--- src/include/bss_regs.svh ---
`ifndef BSS_REGS_SVH
`define BSS_REGS_SVH
// ----------------------------------------
// Reset values of the boot bytes, and the status byte value that selects the application
// ----------------------------------------
`define BSS_SBV_RST        8'hFC
`define BSS_BSB_RST        8'hFF
`define BSS_LOCK_RST       8'hFF
`define BSS_BSB_APP        8'h00
// ----------------------------------------
// Addresses and field positions
// ----------------------------------------
`define BSS_APP_ADDR       16'h0000
`define BSS_LOADER_ADDR    16'hF800
`define BSS_API_ENTRY      16'hFFF0
`define BSS_VEC_LOW        8'h00
`define BSS_LOCK_LO_BIT     0
`define BSS_LOCK_HI_BIT    1
`define BSS_LOCK_RSVD_MASK 8'hFC
// ----------------------------------------
// Identity bytes (values arbitrary)
// ----------------------------------------
`define BSS_ID_MFR         8'h11
`define BSS_ID_FAMILY      8'h22
`define BSS_ID_MEM         8'h33
`define BSS_ID_NAME        8'h44
`define BSS_ID_SEL_MFR     2'h0
`define BSS_ID_SEL_FAMILY  2'h1
`define BSS_ID_SEL_MEM     2'h2
`define BSS_ID_SEL_NAME    2'h3
`endif
--- src/include/bss_pkg.sv ---
package bss_pkg;
   // Boot decision sequencer states, Gray along the path
   typedef enum logic [1:0] {
      BSS_IN_RESET = 2'h0,
      BSS_DECIDE   = 2'h1,
      BSS_RUNNING  = 2'h3
   } bss_state_e;

   // Source of the first fetch
   typedef enum logic [1:0] {
      BSS_SRC_APP    = 2'h0,
      BSS_SRC_LOADER = 2'h1,
      BSS_SRC_CUST   = 2'h2
   } bss_src_e;
endpackage

--- src/hw/bss_boot_select.sv ---
`timescale 1ns/10ps
`include "bss_regs.svh"
module bss_boot_select (
   input  wire logic        REF_CLK,
   input  wire logic        RST,
   input  wire logic        CE,
   input  wire logic        EXT_ACCESS_STRAP,
   input  wire logic        PROG_STORE_STROBE,
   input  wire logic        LOADER_JUMP_FUSE,
   input  wire logic        SBV_WE,
   input  wire logic        BSB_WE,
   input  wire logic        LOCK_WE,
   input  wire logic [7:0]  WDATA,
   input  wire logic [1:0]  ID_SEL,
   input  wire logic        API_CALL,
   output logic             BOOT_VALID,
   output logic      [15:0] BOOT_ADDR,
   output logic      [1:0]  BOOT_SRC,
   output logic             FETCH_INTERNAL,
   output logic      [15:0] API_ADDR,
   output logic      [7:0]  SOFT_BOOT_VECTOR,
   output logic      [7:0]  BOOT_STATUS_BYTE,
   output logic      [7:0]  SOFTWARE_LOCK_BYTE,
   output logic             ISP_PROG_ALLOW,
   output logic             ISP_VERIFY_ALLOW,
   output logic      [7:0]  ID_BYTE
);
   // ----------------------------------------
   // State
   // ----------------------------------------
   typedef struct packed {
      bss_pkg::bss_state_e state;
      logic                strap_ea;
      logic                strap_program_store_strobe;
      logic                boot_valid;
      logic [15:0]         boot_addr;
      bss_pkg::bss_src_e   boot_src;
      logic [7:0]          soft_boot_vector;
      logic [7:0]          boot_status_byte;
      logic [7:0]          lock;
      logic [7:0]          id_byte;
   } bss_state_s;

   bss_state_s st_r;
   bss_state_s st_nxt;
   logic       prog_allow;
   logic       verify_allow;
   logic [7:0] id_raw;

   // Write permission follows lock; reserved bits never cleared
   function automatic logic [7:0] lock_merge(input logic [7:0] d);
      lock_merge = d | `BSS_LOCK_RSVD_MASK;
   endfunction

   // ----------------------------------------
   // Sub-blocks
   // ----------------------------------------
   bss_lock_decode u_lock (
      .lock_byte    (st_r.lock),
      .prog_allow   (prog_allow),
      .verify_allow (verify_allow)
   );

   bss_id_rom u_id (
      .sel     (ID_SEL),
      .id_byte (id_raw)
   );

   // ----------------------------------------
   // Next state
   // ----------------------------------------
   always_comb begin
      st_nxt = st_r;
      st_nxt.id_byte = id_raw;
      case (st_r.state)
         bss_pkg::BSS_IN_RESET: begin
            st_nxt.boot_valid = 1'b0;
            // Straps already held from the last reset edge
            st_nxt.state      = bss_pkg::BSS_DECIDE;
         end
         bss_pkg::BSS_DECIDE: begin
            // Hardware decision before first fetch
            if (st_r.strap_ea && !st_r.strap_program_store_strobe) begin
               st_nxt.boot_src  = bss_pkg::BSS_SRC_LOADER;
               st_nxt.boot_addr = `BSS_LOADER_ADDR;
            end else if (!LOADER_JUMP_FUSE) begin
               st_nxt.boot_src  = bss_pkg::BSS_SRC_LOADER;
               st_nxt.boot_addr = `BSS_LOADER_ADDR;
            end else if (st_r.boot_status_byte == `BSS_BSB_APP) begin
               st_nxt.boot_src  = bss_pkg::BSS_SRC_APP;
               st_nxt.boot_addr = `BSS_APP_ADDR;
            end else begin
               st_nxt.boot_src  = bss_pkg::BSS_SRC_CUST;
               st_nxt.boot_addr = {st_r.soft_boot_vector, `BSS_VEC_LOW};
            end
            st_nxt.boot_valid = 1'b1;
            st_nxt.state      = bss_pkg::BSS_RUNNING;
         end
         bss_pkg::BSS_RUNNING: begin
            // Software updates to the boot bytes; vector and status gated by lock level, lock byte writes always taken
            if (SBV_WE && prog_allow) begin
               st_nxt.soft_boot_vector = WDATA;
            end
            if (BSB_WE && prog_allow) begin
               st_nxt.boot_status_byte = WDATA;
            end
            if (LOCK_WE) begin
               st_nxt.lock = st_r.lock & lock_merge(WDATA);
            end
         end
         default: begin
            st_nxt.state = bss_pkg::BSS_IN_RESET;
         end
      endcase
   end

   // ----------------------------------------
   // Registers
   // ----------------------------------------
   // Straps track the pins while reset stands; last reset edge is the fall
   always_ff @(posedge REF_CLK) begin
      if (RST) begin
         st_r.state      <= bss_pkg::BSS_IN_RESET;
         st_r.strap_ea   <= EXT_ACCESS_STRAP;
         st_r.strap_program_store_strobe <= PROG_STORE_STROBE;
         st_r.boot_valid <= 1'b0;
         st_r.boot_addr  <= `BSS_APP_ADDR;
         st_r.boot_src   <= bss_pkg::BSS_SRC_APP;
         st_r.soft_boot_vector        <= `BSS_SBV_RST;
         st_r.boot_status_byte        <= `BSS_BSB_RST;
         st_r.lock       <= `BSS_LOCK_RST;
         st_r.id_byte    <= `BSS_ID_MFR;
      end else if (CE) begin
         st_r <= st_nxt;
      end
   end

   // ----------------------------------------
   // Outputs
   // ----------------------------------------
   assign BOOT_VALID         = st_r.boot_valid;
   assign BOOT_ADDR          = st_r.boot_addr;
   assign BOOT_SRC           = st_r.boot_src;
   assign FETCH_INTERNAL     = EXT_ACCESS_STRAP;
   assign API_ADDR           = `BSS_API_ENTRY;
   assign SOFT_BOOT_VECTOR   = st_r.soft_boot_vector;
   assign BOOT_STATUS_BYTE   = st_r.boot_status_byte;
   assign SOFTWARE_LOCK_BYTE = st_r.lock;
   assign ISP_PROG_ALLOW     = prog_allow;
   assign ISP_VERIFY_ALLOW   = verify_allow;
   assign ID_BYTE            = st_r.id_byte;
endmodule // bss_boot_select

--- src/hw/bss_id_rom.sv ---
`timescale 1ns/10ps
`include "bss_regs.svh"
// ----------------------------------------
// Identity byte copies
// ----------------------------------------
module bss_id_rom (
   input  wire logic [1:0] sel,
   output logic      [7:0] id_byte
);
   // Constant table lookup
   always_comb begin
      case (sel)
         `BSS_ID_SEL_MFR:    id_byte = `BSS_ID_MFR;
         `BSS_ID_SEL_FAMILY: id_byte = `BSS_ID_FAMILY;
         `BSS_ID_SEL_MEM:    id_byte = `BSS_ID_MEM;
         `BSS_ID_SEL_NAME:   id_byte = `BSS_ID_NAME;
         default:            id_byte = `BSS_ID_MFR;
      endcase
   end
endmodule // bss_id_rom

--- src/hw/bss_lock_decode.sv ---
`timescale 1ns/10ps
`include "bss_regs.svh"
// ----------------------------------------
// User lock field decode
// ----------------------------------------
module bss_lock_decode (
   input  wire logic [7:0] lock_byte,
   output logic            prog_allow,
   output logic            verify_allow
);
   // Lock permissions from bits 1-0
   always_comb begin
      prog_allow   = lock_byte[`BSS_LOCK_HI_BIT] & lock_byte[`BSS_LOCK_LO_BIT];
      verify_allow = lock_byte[`BSS_LOCK_LO_BIT];
   end
endmodule // bss_lock_decode

--- config.mk ---
export PLATFORM = sky130hd
export DESIGN_NAME = bss_boot_select
export DESIGN_NICKNAME = d
export VERILOG_FILES = /design/src/include/bss_pkg.sv /design/src/hw/bss_boot_select.sv /design/src/hw/bss_id_rom.sv /design/src/hw/bss_lock_decode.sv
export VERILOG_INCLUDE_DIRS = /design/src /design/src/include
export SDC_FILE = /design/constraint.sdc
export NUM_CORES = 1
export LEC_CHECK = 0
export BUFFER_PORTS_ARGS = -buffer_cell sky130_fd_sc_hd__buf_2
export CORE_ASPECT_RATIO = 0.9
export CORE_MARGIN = 8
export CORE_UTILIZATION = 46
export DETAILED_ROUTE_END_ITERATION = 10
export PLACE_DENSITY_LB_ADDON = 0.1
export SYNTH_ARGS = -nofsm -noshare
export SYNTH_HDL_FRONTEND = slang
export SYNTH_SLANG_ARGS = --single-unit
--- constraint.sdc ---
create_clock -name REF_CLK -period 1.4 [get_ports REF_CLK]
set_input_delay 0.21 -clock REF_CLK [delete_from_list [all_inputs] [get_ports REF_CLK]]
set_output_delay 0.21 -clock REF_CLK [all_outputs]
set_load 0.05 [all_outputs]
== Word level (Yosys, flattened, before mapping) ==
Cells that the tools add are included.
W data, S select, Z words.

* Bits in registers: 55
* Output and inout bits: 70

* Eq/ne operators: 5
* Mux-type cells: 13
* Bitwise operators: 3
* Reduce and logical (&&, ||, !) cells: 14

{| class="wikitable"
|+ Operators with widths
! operator !! number
|-
| $mux W18 || 4
|-
| $mux W53 || 1
|-
| $mux W51 || 1
|-
| $pmux W8 S4 || 1
|-
| $mux W24 || 1
|-
| $mux W8 || 3
|-
| $reduce_and A3 Y1 || 3
|-
| $and A8 B8 Y8 || 1
|-
| $logic_not A8 Y1 || 1
|-
| $eq A2 B2 Y1 const B || 3
|-
| $pmux W2 S3 || 1
|-
| $reduce_and A2 Y1 || 3
|-
| $eq A2 B1 Y1 const B || 2
|-
| $logic_not A2 Y1 || 2
|-
| $logic_and A1 B1 Y1 || 3
|-
| $pmux W1 S2 || 1
|-
| $reduce_bool A2 Y1 || 1
|-
| $and A1 B1 Y1 || 1
|-
| $logic_not A1 Y1 || 1
|-
| $not A1 Y1 || 1
|}

== Depth between registers and ports, before layout ==
Gate-level depths: netlist of run 1.

* Depth after elaboration: 7
* Depth in mapped cells: 6
* Mapped depth without buffers: 5

== By module ==
From an unflattened synthesis of run 1, not the netlist that was laid out.

* Cells, all modules: 242
* Area total of the unflattened synthesis: 2172.1 um^2

{| class="wikitable"
|+ By module, submodules not included
! module !! instances !! cells an instance !! area each (um^2) !! sequential area each (um^2)
|-
| bss_boot_select || 1 || 228 || 2065.7 || 840.8
|-
| bss_id_rom || 1 || 12 || 92.6 || 0.0
|-
| bss_lock_decode || 1 || 2 || 13.8 || 0.0
|}

== Worst setup path after synthesis of run 1 ==
No wires, ideal clock.

* Path type: register -> register
* Start point: reg st_r, in the netlist SOFTWARE_LOCK_BYTE[0]
* End point: reg st_r, in the netlist SOFT_BOOT_VECTOR[0]
* Arrival time: 1291 ps
* Required time: 1272 ps
* Path slack: -18 ps
* Stages on the path, launching flop included: 5
* Period minus slack after synthesis: 1418 ps
* Cell sequence: dfxtp_1 > nand3_1 > nor2_4 > mux2i_1 > nor2_1

* Cells in the longest elaborated chain, start to end: 3

{| class="wikitable"
|+ Ends and longest elaborated chain
! item !! line !! RTL
|-
| start, declared || bss_boot_select.sv:44 || <nowiki>bss_state_s st_r;</nowiki>
|-
| start signal, assigned || bss_boot_select.sv:134 || <nowiki>st_r <= st_nxt;</nowiki>
|-
| $and A1 B1 Y1 || bss_lock_decode.sv:13 || <nowiki>prog_allow = lock_byte[`BSS_LOCK_HI_BIT] & lock_byte[`BSS_LOCK_LO_BIT];</nowiki>
|-
| $logic_and A1 B1 Y1 || bss_boot_select.sv:101 || <nowiki>if (SBV_WE && prog_allow) begin</nowiki>
|-
| $reduce_and A3 Y1 (no source line) || - ||
|}

No other way between the ends.
A chain may end at the register's enable or synchronous reset.

== Worst setup path after layout of run 1 ==
* Start point: reg st_r, in the netlist SOFTWARE_LOCK_BYTE[1]
* End point: out ISP_PROG_ALLOW

* Cells in the longest elaborated chain, start to end: 1

{| class="wikitable"
|+ Ends and longest elaborated chain
! item !! line !! RTL
|-
| $and A1 B1 Y1 || bss_lock_decode.sv:13 ||
|-
| end, declared || bss_boot_select.sv:24 || <nowiki>output logic ISP_PROG_ALLOW,</nowiki>
|}

No other way between the ends.

==> impl_metrics.csv, run 1 <==
group,metric,value,unit
run_status,status,"complete, no violations",
worst_setup_path,end_kind,"output port",
sta,maxSlewViolCount,0,
worst_setup_path,crit_path_max_incr_delay,0.39,ns
route,drcViolationCount,0,
floorplan,coreArea,4050,um2
worst_setup_path,timing.rr.end,"BOOT_ADDR[8]",
logic_synthesis,yosysSeqAreaShare,38.4,%
logic_synthesis,synth_cell_type_count,30,
worst_setup_path,r2r_start,"BOOT_STATUS_BYTE[4]",
global_route,grt_overflow,0,
sta,finalSetupViolCount,0,
clock_network,cts_hold_buf,0,
worst_setup_path,worst_ep_required_time,1.19,ns
worst_setup_path,cpLargestDelayFamily,"flip-flops",
hold_path,whs_path_depth,3,
worst_setup_path,cp_slowest_cell,"dfxtp_1",
clock_network,cts-htree-levels,2,
finish,final_util,49.4,%
hold_path,hold_path_startpoint,"WDATA[0]",
route,drtAntennaViolNets,0,
worst_setup_path,r2r_cells,4,
global_route,grt_util_met3,5.43,%
power,total_power,0.00241,W
global_route,grt_pass1_wl,6180,um
sta,rsz0062_at_grt,"false",
finish,layout_common_cells,"56 x buf_2, 33 x dfxtp_1, 32 x conb_1",
global_route,grt_max_degree,47,
floorplan,ios,90,
floorplan,die_h,77.4,um
logic_synthesis,postSynthRegisterBits,36,
power,p_per_area,1200,nW/um2
floorplan,die_w,84.2,um
logic_synthesis,synth-edff-count,2,
global_route,antenna_found_initial,0,
place,io_buffer_count,56,
route,vias,1289,
global_route,grt_pass1_vias,1289,
place,place_congestion,0.701,
worst_setup_path,crit_path_max_fanout,5,
clock_network,cts-root-buf,"clkbuf_8",
global_route,busiest_layer,"met2",
route,wl,3780,um
logic_synthesis,synth_cells,220,
route,drtPass1Iterations,4,
power,irDropWorstVdd,0.607,mV
worst_setup_path,critPathLaunch,"SOFTWARE_LOCK_BYTE[1]",
place,dp_hpwl,2920,um
worst_setup_path,rrSetupSlack,0.13,ns
global_route,grt_usage,11.5,%
worst_setup_path,crit_chain,"and2_1 -> buf_2",
logic_synthesis,syn_area_per_cell,8.76,um2
worst_setup_path,arrival,1.08,ns
clock_network,cts_buffer_depth,2,
finish,drive_above_1_share,32.8,%
finish,final_nets,266,
clock_network,post-cts-setup-buffers,0,
finish,antennaDiodeCount,0,
sta,finClkSkew,0.00456,ns
finish,synthToLayoutAreaGrowth,3.76,%
clock_network,clkLatencyLatePin,0.28,ns
job,drv_cap,0,
logic_synthesis,synth_warnings,0,
finish,fillers,428,
clock_network,cts_tree,"yes",
finish,final_common_cell,"buf_2",
logic_synthesis,synth_ff_type,"dfxtp_1",
route,avgRoutedWirePerCell,12.9,um
clock_network,clk_pin_slew_worst_paths,0.07,ns
sta,fin_crit,1.29,ns
worst_setup_path,startpoint_type,"flip-flop",
sta,hold_viol_final,0,
hold_path,min_to,"SOFT_BOOT_VECTOR[0]",
power,p_leak,0.909,nW
route,initialDrtViolationCount,44,
floorplan,die_area,6520,um2
global_route,use_met2,16.4,%
sta,layout_worst_path_cycle_share,91.9,%
clock_network,cts_buffers,5,
logic_synthesis,synth_area,1930,um2
global_route,grtUsageMet1,14.2,%
clock_network,cts_num_sinks,36,
floorplan,start_util,47.6,%
floorplan,rows,22,
worst_setup_path,critical_path_class,"reg -> out",
worst_setup_path,critPathBufInv,1,
hold_path,hp-class,"in -> reg",
route,routed_via_density,4.41,
sta,max_freq,777,MHz
logic_synthesis,synthArstFlopShare,0,%
sta,finalSetupTns,0,ns
where the power goes:
| group | switching [W] | total [W] | internal, W |
|---|---|---|---|
| sequential | 0.0000205 | 0.00109 | 0.00107 |
| clock | 0.000358 | 0.000815 | 0.000456 |
| combinational | 0.000407 | 0.000501 | 0.0000946 |
worst min-delay path: cells and delay by family:
| family | cells | cell delay, ns |
|---|---|---|
| simple gates | 1 | 0.08 |
| mux | 1 | 0.06 |
| buf+inv | 1 | 0.10 |
routing by layer:
metal	wire length [um]	vias to the layer above
li1	-	673
met1	1840	555
met2	1570	55
met3	296	6
met4	63	0
met5	0	-
layout make-up:
type	instances	area (um2)	share of cell area [%]
Multi-Input combinational cell	132	732	36.6
Clock buffer	7	97.6	4.88
Timing Repair Buffer	63	345	17.3
Sequential cell	36	742	37.1
Tap cell	48	60.1	3.00
Clock inverter	1	5.00	0.250
Inverter	5	18.8	0.938
registers in the layout, indices dropped and copies added (netlist names):
name,cells
BOOT_ADDR,8
st_nxt,2
BOOT_STATUS_BYTE,8
ID_BYTE,3
BOOT_VALID,1
SOFT_BOOT_VECTOR,8
BOOT_SRC,2
SOFTWARE_LOCK_BYTE,2
st_r,2
synth_stat cells, types with 4 or more instances:
| library cell | number | area share [%] |
|---|---|---|
| o21ai_0 | 4 | 1.0 |
| nand2_1 | 11 | 2.1 |
| nor3_1 | 14 | 3.6 |
| mux2i_1 | 5 | 2.6 |
| a31oi_1 | 5 | 1.6 |
| dfxtp_1 | 34 | 35 |
| inv_1 | 5 | 0.97 |
| a21oi_1 | 15 | 3.9 |
| buf_4 | 70 | 27 |
| nor2_1 | 18 | 3.5 |
metrics by stage:
stage	std cells	hold WS (ns)	cell area, um2	setup slack (ns)
final	292	0.196	2000	0.113
after global routing	292	0.200	2000	0.0124
after CTS	292	0.187	1980	0.0501
after detailed placement	284	0.452	1880	0.0620
after global placement	284	0.443	1880	0.0923
after floorplan	250	0.322	2040	0.206
cells by family after synthesis:
family / synth area share, %
buffers and inverters: 30.5
AND/OR/NAND/NOR: 16.1
flip-flops: 38.4
AO/OA/AOI/OAI: 10.1
multiplexers: 2.60
adder cells (fa/ha/maj): 1.95
other: 0.390
how the worst max path moves through the flow:
stage | cells past startpoint | endpoint | slack [ns]
floorplan | 4 | SOFT_BOOT_VECTOR[0] | 0.21
global placement | 4 | BOOT_ADDR[8] | 0.09
detailed placement | 4 | BOOT_ADDR[8] | 0.06
CTS | 4 | BOOT_ADDR[8] | 0.05
global route | 4 | BOOT_STATUS_BYTE[7] | 0.01
finish | 2 | ISP_PROG_ALLOW | 0.11
repair_timing:
action | 4_1_cts | 5_1_grt
gates resized for setup | 0 | 3
hold endpoints to repair | 0 | 0
setup endpoints to repair | 0 | 3
No activity file was read; power rests on OpenSTA's default activity.
==> run 2: changes to the inputs <==
--- a/config.mk
+++ b/config.mk
@@ -6,12 +6,12 @@
 export SDC_FILE = /design/constraint.sdc
 export NUM_CORES = 1
 export LEC_CHECK = 0
-export BUFFER_PORTS_ARGS = -buffer_cell sky130_fd_sc_hd__buf_2
 export CORE_ASPECT_RATIO = 0.9
 export CORE_MARGIN = 8
-export CORE_UTILIZATION = 46
+export CORE_UTILIZATION = 62
 export DETAILED_ROUTE_END_ITERATION = 10
-export PLACE_DENSITY_LB_ADDON = 0.1
+export DONT_BUFFER_PORTS = 1
+export PLACE_DENSITY = 0.78
 export SYNTH_ARGS = -nofsm -noshare
 export SYNTH_HDL_FRONTEND = slang
 export SYNTH_SLANG_ARGS = --single-unit
==> run 2 against run 1 <==
Power fell by 5.1%. Final area fell by 4.7%. Die area fell by 21%. Via count fell by 1.9%. Non-clock buffer count fell by 27. Clock skew rose by 0.0072 ns. Sequential share of layout area rose by 1.8 points. Hold slack got worse by 0.17 ns. Sequential power barely moved. Critical path type is now reg -> reg. Largest cell class unchanged. Clock power fell by 9.2%.
==> impl_metrics.csv, run 2 (same netlist as run 1, synthesis figures left out) <==
group,metric,value,unit
run_status,status,"complete, no violations",
clock_network,cts_num_sinks,36,
worst_setup_path,cp_slowest_cell,"dfxtp_1",
route,drcViolationCount,0,
sta,hold_viol_final,0,
finish,final_nets,239,
global_route,antenna_found_initial,0,
power,pwr-share-comb,19.7,%
route,avgRoutedWirePerCell,14.2,um
worst_setup_path,startpoint_type,"flip-flop",
global_route,grt_usage,14.3,%
power,p_per_area,1200,nW/um2
hold_path,hold_path_startpoint,"CE",
job,drv_cap,0,
sta,fin_crit,1.32,ns
sta,layout_worst_path_cycle_share,94.6,%
power,irDropWorstVdd,0.939,mV
place,io_buffer_count,0,
clock_network,clk_pin_slew_worst_paths,0.11,ns
sta,maxSlewViolCount,0,
worst_setup_path,crit_chain,"nand3b_4 -> a21oi_2 -> nand2_1 -> a31oi_1",
clock_network,cts_buffers,5,
finish,antennaDiodeCount,0,
worst_setup_path,crit_path_max_incr_delay,0.47,ns
route,drtAntennaViolNets,0,
floorplan,rows,19,
route,routed_via_density,4.88,
finish,final_common_cell,"buf_4",
finish,finish.instance_area,1910,um2
place,placed_cell_area,1800,um2
route,wl,3690,um
global_route,grt_max_degree,26,
finish,fillers,275,
sta,rsz0062_at_grt,"true",
global_route,grt_pass1_vias,1175,
floorplan,die_area,5150,um2
place,place_congestion,0.759,
finish,synthToLayoutAreaGrowth,-1.10,%
route,drtPass1Iterations,4,
clock_network,clkLatencyLatePin,0.33,ns
clock_network,cts-root-buf,"clkbuf_4",
worst_setup_path,arrival,1.58,ns
global_route,grt_pass1_wl,5510,um
worst_setup_path,crit_path_max_fanout,9,
sta,finClkSkew,0.0118,ns
place,dp_hpwl,2870,um
place,post-place-ws,0.0997,ns
hold_path,whs_path_depth,2,
floorplan,ios,90,
route,vias,1264,
worst_setup_path,rrSetupSlack,0.08,ns
worst_setup_path,worst_ep_required_time,1.65,ns
floorplan,coreArea,3020,um2
sta,max_freq,755,MHz
finish,drive_above_1_share,24.0,%
sta,max-slew-margin-rel,46.7,%
worst_setup_path,cpLargestDelayFamily,"compound AO/OA/AOI/OAI gates",
power,p_clk_share,32.4,%
floorplan,start_util,63.9,%
power,pwr-share-seq,47.9,%
clock_network,cts_buffer_depth,2,
worst_setup_path,r2r_cells,4,
sta,finalSetupViolCount,0,
floorplan,die_h,68.9,um
global_route,grt_overflow,0,
worst_setup_path,end_kind,"flip-flop",
finish,layout_common_cells,"34 x buf_4, 33 x dfxtp_1, 32 x conb_1",
power,p_leak,0.828,nW
clock_network,post-cts-setup-buffers,0,
sta,whs,0.0217,ns
sta,finalSetupTns,0,ns
hold_path,hp-class,"in -> reg",
route,initialDrtViolationCount,92,
clock_network,cts_tree,"yes",
worst_setup_path,r2r_start,"st_r[53]",
power,p_int,0.00155,W
sta,tightest_slew,0.797,ns
floorplan,die_w,74.8,um
worst_setup_path,critical_path_class,"reg -> reg",
worst_setup_path,timing.rr.end,"BOOT_ADDR[15]",
finish,regArea,742,um2
finish,multi_input_area,718,um2
power,p_sw,0.000734,W
hold_path,min_to,"st_r[53]",
worst_setup_path,critPathBufInv,0,
power,p_sw_share,32.2,%
sta,setup_ws,0.0760,ns
clock_network,cts-htree-levels,2,
run 2: how the worst max path moves through the flow:
stage                                      from                   to  slack (ns)  cells after the start
after floorplan           SOFTWARE_LOCK_BYTE[0]  SOFT_BOOT_VECTOR[0]        0.21                      4
after global placement      BOOT_STATUS_BYTE[4]         BOOT_ADDR[9]        0.12                      4
after detailed placement    BOOT_STATUS_BYTE[4]         BOOT_ADDR[9]         0.1                      4
after CTS                   BOOT_STATUS_BYTE[4]         BOOT_ADDR[9]        0.05                      4
after global routing                   st_r[53]        BOOT_ADDR[15]       -0.04                      4
final                                  st_r[53]        BOOT_ADDR[15]        0.08                      4
run 2: layout make-up:
type / instances / area share (%)
repair buffers: 36 / 15.0
multi-input cells: 132 / 37.7
clock buffers: 8 / 4.72
flip-flops and latches: 36 / 38.9
inverters: 5 / 0.984
well taps: 42 / 2.76
run 2: power groups by stage:
stage	sequential, W	clock [W]	combinational (W)
after CTS	0.00109	0.000747	0.000448
after global routing	0.00110	0.000794	0.000475
after global placement	0.00111	0	0.000433
after detailed placement	0.00112	0	0.000437
after floorplan	0.00112	0	0.000517
final	0.00109	0.000740	0.000450
run 2: worst reg2reg max path, delay by kind of cell, from the launching register on:
| kind | cells | cell delay [ns] |
|---|---|---|
| compound gates | 2 | 0.55 |
| flops | 1 | 0.47 |
| simple gates | 2 | 0.23 |
run 2: per-stage QoR:
| step | utilization [%] | total power, W | cells |
|---|---|---|---|
| final | 63.2 | 0.00228 | 259 |
| after global routing | 63.2 | 0.00237 | 259 |
| after CTS | 63.0 | 0.00229 | 259 |
| after detailed placement | 59.6 | 0.00155 | 250 |
| after global placement | 59.6 | 0.00155 | 250 |
| after floorplan | - | 0.00163 | 250 |
run 2: timing repair:
item	4_1_cts	5_1_grt
setup endpoints to repair	0	8
hold endpoints to repair	22	0
hold buffers	1	0
resized for setup	0	1
run 2: metal layers:
metal	vias up	global-route usage, %	routed length, um
li1	621	-	-
met1	574	15.3	1420
met2	67	22.5	1690
met3	2	9.39	554
met4	0	4.39	27
met5	-	0	0
==> run 3: changes to the inputs <==
--- a/config.mk
+++ b/config.mk
@@ -8,10 +8,10 @@
 export LEC_CHECK = 0
 export CORE_ASPECT_RATIO = 0.9
 export CORE_MARGIN = 8
-export CORE_UTILIZATION = 62
+export CORE_UTILIZATION = 64
 export DETAILED_ROUTE_END_ITERATION = 10
 export DONT_BUFFER_PORTS = 1
-export PLACE_DENSITY = 0.78
+export PLACE_DENSITY = 0.8
 export SYNTH_ARGS = -nofsm -noshare
 export SYNTH_HDL_FRONTEND = slang
 export SYNTH_SLANG_ARGS = --single-unit
==> constraint.sdc (replaced) <==
create_clock -name REF_CLK -period 1.6 [get_ports REF_CLK]
set_input_delay 0.24 -clock REF_CLK [delete_from_list [all_inputs] [get_ports REF_CLK]]
set_output_delay 0.24 -clock REF_CLK [all_outputs]
set_load 0.05 [all_outputs]
==> run 3 against run 2 <==
Hold slack got worse by 0.0013 ns. Highest routed layer unchanged. Critical path type is now reg -> out. Wire length decreased by 2.3%. Power decreased by 20%. Via count decreased by 4.5%. Sequential power decreased by 9%. Core utilization decreased by 2.7 points. First-iteration DRC count decreased by 33%.
==> impl_metrics.csv, run 3 (same netlist as run 1, synthesis figures left out) <==
group,metric,value,unit
run_status,status,"complete, no violations",
finish,multi_input_area,712,um2
global_route,grt_max_degree,31,
place,placed_cell_area,1720,um2
power,total_power,0.00183,W
route,wl_met3,491,um
clock_network,cts_tree,"yes",
finish,final_util,60.4,%
worst_setup_path,startpoint_type,"flip-flop",
finish,layout_common_cells,"34 x dfxtp_1, 32 x conb_1, 23 x buf_4",
sta,fin_crit,1.52,ns
route,met1Wirelength,1430,um
sta,finalSetupViolCount,0,
route,top_layer,"met4",
sta,maxSlewViolCount,0,
floorplan,die_area,5030,um2
route,routed_via_density,4.85,
worst_setup_path,crit_path_max_fanout,4,
power,p_leak,0.760,nW
place,place_congestion,0.770,
worst_setup_path,arrival,1.28,ns
sta,max_freq,660,MHz
finish,drive_above_1_share,17.9,%
worst_setup_path,critical_path_class,"reg -> out",
sta,tightest_slew,0.642,ns
route,vias,1207,
worst_setup_path,end_kind,"output port",
route,avgRoutedWirePerCell,14.5,um
global_route,grt_pass1_vias,1178,
place,io_buffer_count,0,
sta,whs,0.0204,ns
route,drcViolationCount,0,
finish,regArea,741,um2
route,drtAntennaViolNets,0,
clock_network,cts_buffer_depth,2,
power,irDropWorstVdd,0.516,mV
route,initialDrtViolationCount,62,
sta,hold_viol_final,0,
sta,finClkSkew,0.00447,ns
finish,finish.instance_area,1800,um2
place,dp_hpwl,2760,um
sta,max-slew-margin-rel,57.1,%
global_route,antenna_found_initial,0,
job,drv_cap,0,
clock_network,clk_pin_slew_worst_paths,0.10,ns
finish,antennaDiodeCount,0,
clock_network,cts_resized,0,
floorplan,ios,90,
finish,fillers,282,
floorplan,start_util,64.9,%
hold_path,hp-class,"in -> reg",
global_route,grt_overflow,0,
power,p_per_area,1020,nW/um2
clock_network,cts_num_sinks,36,
sta,rsz0062_at_grt,"false",
finish,final_nets,229,
route,drtPass1Iterations,4,
finish,synthToLayoutAreaGrowth,-6.88,%
global_route,grt_usage,14.7,%
route,wl,3610,um
floorplan,rows,19,
sta,finalSetupTns,0,ns
worst_setup_path,worst_ep_required_time,1.36,ns
worst_setup_path,critPathLaunch,"SOFTWARE_LOCK_BYTE[1]",
floorplan,die_w,73.9,um
hold_path,hold_path_startpoint,"RST",
finish,final_common_cell,"dfxtp_1",
floorplan,die_h,68.1,um
global_route,grt_pass1_wl,5610,um
route,met2_length,1630,um
sta,layout_worst_path_cycle_share,94.7,%
clock_network,cts-htree-levels,2,
floorplan,coreArea,2970,um2
clock_network,cts_buffers,5,
clock_network,cts-root-buf,"clkbuf_4",
worst_setup_path,r2r_start,"st_r[53]",
clock_network,clkLatencyLatePin,0.32,ns
[run 3: per-layer routing]
metal / GRT usage [%] / vias to the layer above
li1: - / 602
met1: 15.8 / 544
met2: 23.6 / 55
met3: 7.61 / 6
met4: 6.72 / 0
met5: 0 / -
[run 3: through the flow]
stage	instances	worst slack, ns
5_1_grt	249	0.00941
6_report	249	0.0849
3_3_place_gp	239	0.321
3_5_place_dp	239	0.264
4_1_cts	248	0.0770
2_1_floorplan	250	0.182
[run 3: where the power goes]
| group | total, W | internal, W | switching (W) |
|---|---|---|---|
| combinational | 0.000350 | 0.0000592 | 0.000291 |
| sequential | 0.000989 | 0.000935 | 0.0000542 |
| clock | 0.000490 | 0.000217 | 0.000273 |
[run 3: critical path, cell delays in order, from the launching register on]
cell     delay (ns)
dfxtp_1        0.38
buf_4          0.22
and2_1         0.20
buf_12         0.15
[run 3: repair_timing]
| item | 4_1_cts | 5_1_grt |
|---|---|---|
| setup buffers | 0 | 0 |
| hold endpoints to repair | 17 | 3 |
| hold buffers | 1 | 1 |
[run 3: path summary, 6_finish.rpt]
| kind | slack [ns] | cells after the start | endpoint |
|---|---|---|---|
| worst max-delay path | 0.08 | 3 | ISP_PROG_ALLOW |
| worst min register to register | 0.48 | 2 | BOOT_ADDR[15] |
| worst min-delay path | 0.02 | 1 | ID_BYTE[4] |
| worst max register to register | 0.25 | 4 | BOOT_ADDR[14] |
[run 3: final cells by class]
type                            count  area share (%)
Sequential cell                    36            41.3
Multi-Input combinational cell    132            39.7
Timing Repair Buffer               26            11.8
Clock buffer                        8            3.28
Tap cell                           42            2.93
Inverter                            5            1.05
